File: src/verilog/aes_defines.svh
`ifndef AES_DEFINES_SVH
`define AES_DEFINES_SVH

// ----------------------------------------
// register offsets
// ----------------------------------------
`define AES_OFS_CORE_CFG 3'h0
`define AES_OFS_DP_CFG 3'h1
`define AES_OFS_KEY_IN 3'h2
`define AES_OFS_BLOCK_IN 3'h3
`define AES_OFS_XOR_IN 3'h4
`define AES_OFS_RESULT 3'h5

// ----------------------------------------
// core config fields
// ----------------------------------------
`define AES_CFG_KSIZE_LSB 0
`define AES_CFG_KSIZE_MSB 1
`define AES_CFG_ENC_BIT 2
`define AES_CFG_EN_BIT 3
`define AES_CFG_DMA_BIT 4
`define AES_CFG_DONE_BIT 5
`define AES_KSIZE_128 2'h0
`define AES_KSIZE_192 2'h1
`define AES_KSIZE_256 2'h2

// ----------------------------------------
// data path config fields
// ----------------------------------------
`define AES_DP_IN_XOR_BIT 0
`define AES_DP_OSEL_LSB 1
`define AES_DP_OSEL_MSB 2
`define AES_OSEL_DATA 2'h0
`define AES_OSEL_DATA_XOR 2'h1
`define AES_OSEL_KEY 2'h2
`define AES_DP_RESET 3'h0

// ----------------------------------------
// sizes and timing
// ----------------------------------------
`define AES_BLOCK_BYTES 6'h10
`define AES_KLEN_128 6'h10
`define AES_KLEN_192 6'h18
`define AES_KLEN_256 6'h20
`define AES_KINV_MASK 128'h63636363636363636363636363636363
`define AES_CLK_NS 5
`define AES_CORE_NS 100
`define AES_CORE_CYC ((`AES_CORE_NS + `AES_CLK_NS - 1) / `AES_CLK_NS)

`endif

File: src/verilog/aes_pkg.sv
package aes_pkg;
	typedef enum logic [2:0] {
		ST_OFF,
		ST_LOAD,
		ST_KEYX,
		ST_BUSY,
		ST_OUT
	} aes_state_t;

	typedef struct packed {
		logic valid;
		logic [2:0] addr;
	} aes_dma_req_t;
endpackage

File: src/verilog/aes_block_cipher.sv
// Chosen here: strobed register access and the placing of the registers.
`timescale 1ns/1ps
`include "aes_defines.svh"

module aes_block_cipher #(
	parameter int CORE_CYCLES = `AES_CORE_CYC
) (
	input wire logic clk_sys_i,
	input wire logic sys_rst_i,
	input wire logic [2:0] reg_addr_i,
	input wire logic [7:0] reg_wdata_i,
	input wire logic reg_wr_i,
	input wire logic reg_rd_i,
	output logic [7:0] reg_rdata_o,
	output aes_pkg::aes_dma_req_t dma_req_o
);
	import aes_pkg::*;

	// ----------------------------------------
	// state
	// ----------------------------------------
	aes_state_t st_q;
	logic [1:0] ksize_q;
	logic enc_q, en_q, dma_q, done_q;
	logic [2:0] dcfg_q;
	logic [7:0] blk_q, xor_q, rdata_q;
	logic [127:0] data_q, res_q;
	logic [255:0] key_q;
	logic [5:0] idx_q;
	logic [1:0] ph_q;
	logic [15:0] cnt_q;
	aes_dma_req_t dreq_q;

	// ----------------------------------------
	// access decode
	// ----------------------------------------
	logic wr_cfg, wr_dcfg, wr_key, wr_blk, wr_xor, rd_res;
	assign wr_cfg = reg_wr_i && reg_addr_i == `AES_OFS_CORE_CFG;
	assign wr_dcfg = reg_wr_i && reg_addr_i == `AES_OFS_DP_CFG;
	assign wr_key = reg_wr_i && reg_addr_i == `AES_OFS_KEY_IN;
	assign wr_blk = reg_wr_i && reg_addr_i == `AES_OFS_BLOCK_IN;
	assign wr_xor = reg_wr_i && reg_addr_i == `AES_OFS_XOR_IN;
	assign rd_res = reg_rd_i && reg_addr_i == `AES_OFS_RESULT;

	logic in_xor;
	logic [1:0] osel;
	assign in_xor = dcfg_q[`AES_DP_IN_XOR_BIT];
	assign osel = dcfg_q[`AES_DP_OSEL_MSB:`AES_DP_OSEL_LSB];

	// ----------------------------------------
	// key length and fold
	// ----------------------------------------
	logic [5:0] klen, ext, olen, last_idx;
	assign klen = (ksize_q == `AES_KSIZE_192) ? `AES_KLEN_192 :
		(ksize_q == `AES_KSIZE_256) ? `AES_KLEN_256 : `AES_KLEN_128;
	assign ext = klen - `AES_KLEN_128;
	assign olen = (osel == `AES_OSEL_KEY) ? klen : `AES_BLOCK_BYTES;
	assign last_idx = olen - 6'h1;

	logic [127:0] kfold, kext;
	// unused key bytes drop out of the fold
	assign kext = (ksize_q == `AES_KSIZE_256) ? key_q[255:128] :
		(ksize_q == `AES_KSIZE_192) ? {64'h0, key_q[191:128]} : 128'h0;
	assign kfold = key_q[127:0] ^ kext;
	// key output inverts only the low 16 key bytes; the extra key bytes pass unchanged
	logic [255:0] kout;
	assign kout = {key_q[255:128], key_q[127:0] ^ `AES_KINV_MASK};

	// ----------------------------------------
	// configuration registers
	// ----------------------------------------
	// key size, direction, enable
	always_ff @(posedge clk_sys_i) begin
		if (sys_rst_i) begin
			ksize_q <= `AES_KSIZE_128;
			enc_q <= 1'b0;
			en_q <= 1'b0;
			dma_q <= 1'b0;
		end else if (wr_cfg) begin
			ksize_q <= reg_wdata_i[`AES_CFG_KSIZE_MSB:`AES_CFG_KSIZE_LSB];
			enc_q <= reg_wdata_i[`AES_CFG_ENC_BIT];
			en_q <= reg_wdata_i[`AES_CFG_EN_BIT];
			dma_q <= reg_wdata_i[`AES_CFG_DMA_BIT];
		end
	end

	always_ff @(posedge clk_sys_i) begin
		if (sys_rst_i) begin
			dcfg_q <= `AES_DP_RESET;
		end else if (wr_dcfg) begin
			dcfg_q <= reg_wdata_i[2:0];
		end
	end

	logic core_fin;
	// a disabled block aborts, so no completion while enable is low
	assign core_fin = st_q == ST_BUSY && cnt_q == 16'h0 && en_q;

	// done on completion, set wins over clear
	always_ff @(posedge clk_sys_i) begin
		if (sys_rst_i) begin
			done_q <= 1'b0;
		end else if (core_fin) begin
			done_q <= 1'b1;
		end else if (!en_q ||
			(wr_cfg && !reg_wdata_i[`AES_CFG_DONE_BIT])) begin
			done_q <= 1'b0;
		end
	end

	// block and xor byte latches
	always_ff @(posedge clk_sys_i) begin
		if (sys_rst_i) begin
			blk_q <= 8'h0;
			xor_q <= 8'h0;
		end else begin
			if (wr_blk) begin
				blk_q <= reg_wdata_i;
			end
			if (wr_xor) begin
				xor_q <= reg_wdata_i;
			end
		end
	end

	// ----------------------------------------
	// sequencer
	// ----------------------------------------
	always_ff @(posedge clk_sys_i) begin
		if (sys_rst_i) begin
			st_q <= ST_OFF;
			idx_q <= 6'h0;
			cnt_q <= 16'h0;
		end else if (!en_q) begin
			st_q <= ST_OFF;
			idx_q <= 6'h0;
		end else begin
			case (st_q)
				ST_OFF: begin
					st_q <= ST_LOAD;
					idx_q <= 6'h0;
				end
				ST_LOAD: begin
					if (wr_key) begin
						idx_q <= idx_q + 6'h1;
						if (idx_q == `AES_BLOCK_BYTES - 6'h1) begin
							// extra key bytes after the block
							st_q <= (ext == 6'h0) ? ST_BUSY : ST_KEYX;
							cnt_q <= 16'(CORE_CYCLES - 1);
						end
					end
				end
				ST_KEYX: begin
					if (wr_key) begin
						idx_q <= idx_q + 6'h1;
						if (idx_q == klen - 6'h1) begin
							st_q <= ST_BUSY;
						end
					end
				end
				ST_BUSY: begin
					if (cnt_q == 16'h0) begin
						st_q <= ST_OUT;
						idx_q <= 6'h0;
					end else begin
						cnt_q <= cnt_q - 16'h1;
					end
				end
				ST_OUT: begin
					if (rd_res) begin
						idx_q <= idx_q + 6'h1;
						if (idx_q == last_idx) begin
							st_q <= ST_LOAD;
							idx_q <= 6'h0;
						end
					end
				end
				default: st_q <= ST_OFF;
			endcase
		end
	end

	// round phase: block, optional xor, key
	always_ff @(posedge clk_sys_i) begin
		if (sys_rst_i || !en_q) begin
			ph_q <= 2'h0;
		end else if (st_q == ST_LOAD && wr_blk) begin
			ph_q <= in_xor ? 2'h1 : 2'h2;
		end else if (st_q == ST_LOAD && wr_xor) begin
			ph_q <= 2'h2;
		end else if (st_q == ST_OUT && wr_xor) begin
			ph_q <= 2'h1;
		end else if ((st_q == ST_LOAD && wr_key) ||
			(st_q == ST_OUT && rd_res) ||
			(st_q != ST_LOAD && st_q != ST_OUT)) begin
			ph_q <= 2'h0;
		end
	end

	// input mux into the data block
	always_ff @(posedge clk_sys_i) begin
		if (sys_rst_i) begin
			data_q <= 128'h0;
		end else if (st_q == ST_LOAD && wr_key) begin
			data_q[idx_q[3:0]*8 +: 8] <= in_xor ? blk_q ^ xor_q : blk_q;
		end
	end

	always_ff @(posedge clk_sys_i) begin
		if (sys_rst_i) begin
			key_q <= 256'h0;
		end else if ((st_q == ST_LOAD || st_q == ST_KEYX) && wr_key) begin
			key_q[idx_q[4:0]*8 +: 8] <= reg_wdata_i;
		end
	end

	always_ff @(posedge clk_sys_i) begin
		if (sys_rst_i) begin
			res_q <= 128'h0;
		end else if (core_fin) begin
			res_q <= enc_q ? data_q ^ kfold : data_q ^ kfold ^ `AES_KINV_MASK;
		end
	end

	// ----------------------------------------
	// output mux
	// ----------------------------------------
	logic [5:0] kidx;
	logic [7:0] out_byte;
	assign kidx = (idx_q < ext) ? idx_q + `AES_KLEN_128 : idx_q - ext;

	always_comb begin
		case (osel)
			`AES_OSEL_DATA_XOR: out_byte = res_q[idx_q[3:0]*8 +: 8] ^ xor_q;
			`AES_OSEL_KEY: out_byte = kout[kidx[4:0]*8 +: 8];
			default: out_byte = res_q[idx_q[3:0]*8 +: 8];
		endcase
	end

	// ----------------------------------------
	// register read
	// ----------------------------------------
	always_ff @(posedge clk_sys_i) begin
		if (sys_rst_i || !reg_rd_i) begin
			rdata_q <= 8'h0;
		end else begin
			case (reg_addr_i)
				`AES_OFS_CORE_CFG:
					rdata_q <= {2'h0, done_q, dma_q, en_q, enc_q, ksize_q};
				`AES_OFS_DP_CFG: rdata_q <= {5'h0, dcfg_q};
				`AES_OFS_RESULT: rdata_q <= (st_q == ST_OUT) ? out_byte : 8'h0;
				default: rdata_q <= 8'h0;
			endcase
		end
	end
	assign reg_rdata_o = rdata_q;

	// ----------------------------------------
	// dma requests
	// ----------------------------------------
	logic [2:0] tgt;
	logic acc;
	// inputs while loading; after completion results, each after its xor byte when the output is data xor
	always_comb begin
		tgt = `AES_OFS_KEY_IN;
		if (st_q == ST_LOAD && ph_q == 2'h0) begin
			tgt = `AES_OFS_BLOCK_IN;
		end else if (st_q == ST_LOAD && ph_q == 2'h1) begin
			tgt = `AES_OFS_XOR_IN;
		end else if (st_q == ST_OUT) begin
			tgt = (osel == `AES_OSEL_DATA_XOR && ph_q == 2'h0) ?
				`AES_OFS_XOR_IN : `AES_OFS_RESULT;
		end
	end
	assign acc = dreq_q.valid && reg_addr_i == dreq_q.addr &&
		(dreq_q.addr == `AES_OFS_RESULT ? reg_rd_i : reg_wr_i);

	always_ff @(posedge clk_sys_i) begin
		if (sys_rst_i) begin
			dreq_q <= '0;
		end else if (!en_q || !dma_q || acc) begin
			dreq_q <= '0;
		end else if (!dreq_q.valid && (st_q == ST_LOAD ||
			st_q == ST_KEYX || st_q == ST_OUT)) begin
			dreq_q.valid <= 1'b1;
			dreq_q.addr <= tgt;
		end
	end
	assign dma_req_o = dreq_q;
endmodule

File: config.mk
export PLATFORM = sky130hd
export DESIGN_NAME = aes_block_cipher
export DESIGN_NICKNAME = d
export VERILOG_FILES = /design/src/verilog/aes_pkg.sv /design/src/verilog/aes_block_cipher.sv
export VERILOG_INCLUDE_DIRS = /design/src /design/src/verilog
export SDC_FILE = /design/constraint.sdc
export NUM_CORES = 2
export LEC_CHECK = 0
export ABC_AREA = 1
export BUFFER_PORTS_ARGS = -buffer_cell sky130_fd_sc_hd__buf_2
export CAP_MARGIN = 30
export CORE_UTILIZATION = 40
export CTS_CLUSTER_DIAMETER = 100
export DETAILED_ROUTE_END_ITERATION = 10
export HOLD_SLACK_MARGIN = 0.12
export MAX_ROUTING_LAYER = met4
export SKIP_LAST_GASP = 1
export SYNTH_ARGS = -nofsm -noshare
export SYNTH_HDL_FRONTEND = slang
export SYNTH_SLANG_ARGS = --single-unit
File: constraint.sdc
create_clock -name clk_sys_i -period 4.39 [get_ports clk_sys_i]
set_clock_uncertainty 0.15 [all_clocks]
set_input_delay 0.439 -clock clk_sys_i [delete_from_list [all_inputs] [get_ports clk_sys_i]]
set_output_delay 0.439 -clock clk_sys_i [all_outputs]
set_load 0.1 [all_outputs]
==> results.cfg <==
[status]
outcome = completed

[power_and_ir_drop]
peakVddDrop_v = 0.000303
powerDensity_mw_per_mm2 = 351
power.total_mw = 11.4
leakage_nw = 11.8

[grt]
met3_usage = 0.0577
grt_pass1_vias = 25400
met1_usage = 0.414
grt_max_degree = 186
gr-max-usage-layer = met2
grt_pass1_wl_mm = 167
met2_usage = 0.441
antenna_found_initial = 0
overflow = 0
grt.total_usage = 0.307

[critical_path]
worst-path-buf-inv = 3
cp_data_required_time_ns = 4.82
max_stage_delay_ns = 0.59
cp-start-kind = flop
worstPathCellList = buf_4, inv_2, nand3_2, inv_2, nand2_2, nand2_2, nor2_1, nand2_1, nor3_1, o21ai_0, a21oi_1
arrival_ns = 3.83
critPathKind = reg -> reg
cp_max_fo = 15
slowest_stage = nor2_1
endpoint_kind = flop
cp_top_family = simple AND/OR/NAND/NOR gates

[synth]
yosysMostFrequentCell = nand2_1
synthFlopType = dfxtp_1
synth_top_area_frac = 0.390
synth_edf_count = 0
synthTopCellsByCount = nand2_1 (600), dfxtp_1 (576), o21ai_0 (572)
seq_area_frac_synth = 0.390
synth_area_mm2 = 0.0296
postSynthAreaPerCell_um2 = 7.16
synthDistinctLibCells = 47
synthCells = 4133
synth.area.top_cells = dfxtp_1 (39%), o21ai_0 (9.7%), a21oi_1 (9.0%)
ys_warn_count = 0
yosys_register_bits = 576
async_reset_ff_frac = 0
synth_top_cell_by_area = dfxtp_1
syn_nets = 4164

[drt]
vias_per_cell = 5.54
dr.pass1.iters = 6
dr_total_vias = 27800
dr.first_iter.drc_count = 3791
avgRoutedWirePerCell_um = 22.8
ant_nets = 0
wl_mm = 114
drc = 0

[timing]
relSlewSlack = 0.312
fmaxAchievable_ghz = 0.294
final.min_clock_period_ns = 3.40
fin_setup_tns_ns = 0
hold_violations = 0
rsz0062_at_grt = no
tightest_slew_ns = 1.03
holdWs_ns = 0.176
fin_crit_sh = 0.775
finalMaxSlewViolations = 0
setup_viol = 0
setup_slack_ns = 0.986

[place]
gp_congestion = 1.00
dp_hpwl_mm = 80.7
dp_slack_ns = 1.16
portBuffers = 26
dpl_cell_area_mm2 = 0.0302
place_inst = 4898

[die]
core_area_mm2 = 0.0731
dieArea_mm2 = 0.0751
initial_core_util = 0.405
io_pins = 27
die_w_um = 274
num_rows = 99
chipHeight_um = 274

[clock_network]
clk_path_buf_depth = 3
clkTransAtPathRegs_ns = 0.08
cts_tree = built
htree_levels = 2
clock_latency_ns = 0.66
root_buffer = clkbuf_16
clock_sinks = 576
numCtsBuffers = 61

[cells_and_area]
final_util = 0.445
fin_cells = 5022
multi_input_area_mm2 = 0.0155
drive_gt1_frac = 0.0733
seq_area_mm2 = 0.0115
design_area_mm2 = 0.0325
antenna_cells = 0
area_delta_synth_final_pct = 9.93
fillCellCount = 7541
layout.nets = 4042

[hold_path]
hold_path_class = in -> reg

[job]
max_cap_violations = 0
[metal layers]
layer | share of wire | vias up
met2 | 0.42 | 1261
met5 | 0 | -
met4 | 0.051 | 0
met1 | 0.43 | 13000
met3 | 0.091 | 228
li1 | - | 13400
[timing repair]
| action | CTS | global route |
|---|---|---|
| hold endpoints to repair | 36 | 0 |
| buffers inserted | 0 | 0 |
| hold buffers | 9 | 0 |
| resized for setup | 0 | 0 |
[worst min-delay path, stage by stage]
cell and delay (ns):
buf_2 0.11, inv_1 0.10, nor2_1 0.12, a21oi_1 0.15
[logic make-up (layout without fill, tap and decap cells)]
group,after synthesis,after routing,share of synthesized area
adders and majority gates,16,16,0.00676
DFF,576,576,0.390
xor gates and xnor gates,352,352,0.105
and+or+nand+nor,1375,1375,0.206
AOI/OAI and AO/OA,1182,1182,0.206
buffers and inverters,632,562,0.0873
[cells in the final DEF, fill, tap and decap left out, drive strengths merged, types with 6 or more instances in the layout]
cell,n
dlygate4sd3,9
xor2,150
dfxtp,576
or2,13
a21oi,532
bufinv,10
nor2,351
o21ai,583
clkinv,16
xnor2,202
a211oi,32
inv,363
buf,75
o211ai,20
nor4,6
nand2,608
clkbuf,86
o22ai,6
nand3,356
nor3,34
ha,16
[registers in the layout, summed over array words and instances (netlist names)]
register and cells:
res_q 128, dma_q 1, xor_q 8, key_q 256
data_q 128, idx_q 6, cnt_q 16, ph_q 2
en_q 1, st_q 3, blk_q 8, ksize_q 2
dma_req_o 4, enc_q 1, reg_rdata_o 8, done_q 1
dcfg_q 3
[path summary, 6_finish.rpt]
kind,from,endpoint,slack [ns],cells after the start
min reg2reg,cnt_q[15]$_SDFFE_PP0P_,cnt_q[15]$_SDFFE_PP0P_,0.32,2
max,idx_q[3]$_SDFFE_PP0P_,key_q[96]$_SDFFE_PP0P_,0.99,11
max reg2reg,idx_q[3]$_SDFFE_PP0P_,key_q[96]$_SDFFE_PP0P_,0.99,11
min,reg_wr_i,dcfg_q[2]$_SDFFE_PP0P_,0.18,4
[area by class of cell]
cell class / instances / share of cell area
Clock inverter: 29 / 0.0130
Sequential cell: 576 / 0.355
Inverter: 363 / 0.0427
Tap cell: 959 / 0.0369
Timing Repair Buffer: 84 / 0.0200
Multi-Input combinational cell: 2925 / 0.477
Clock buffer: 86 / 0.0561
[power breakdown]
part | internal (mW) | switching (mW)
Sequential | 5.23 | 0.0127
Combinational | 0.0963 | 0.250
Clock | 3.48 | 2.35
No activity file was read; power rests on OpenSTA's default activity.
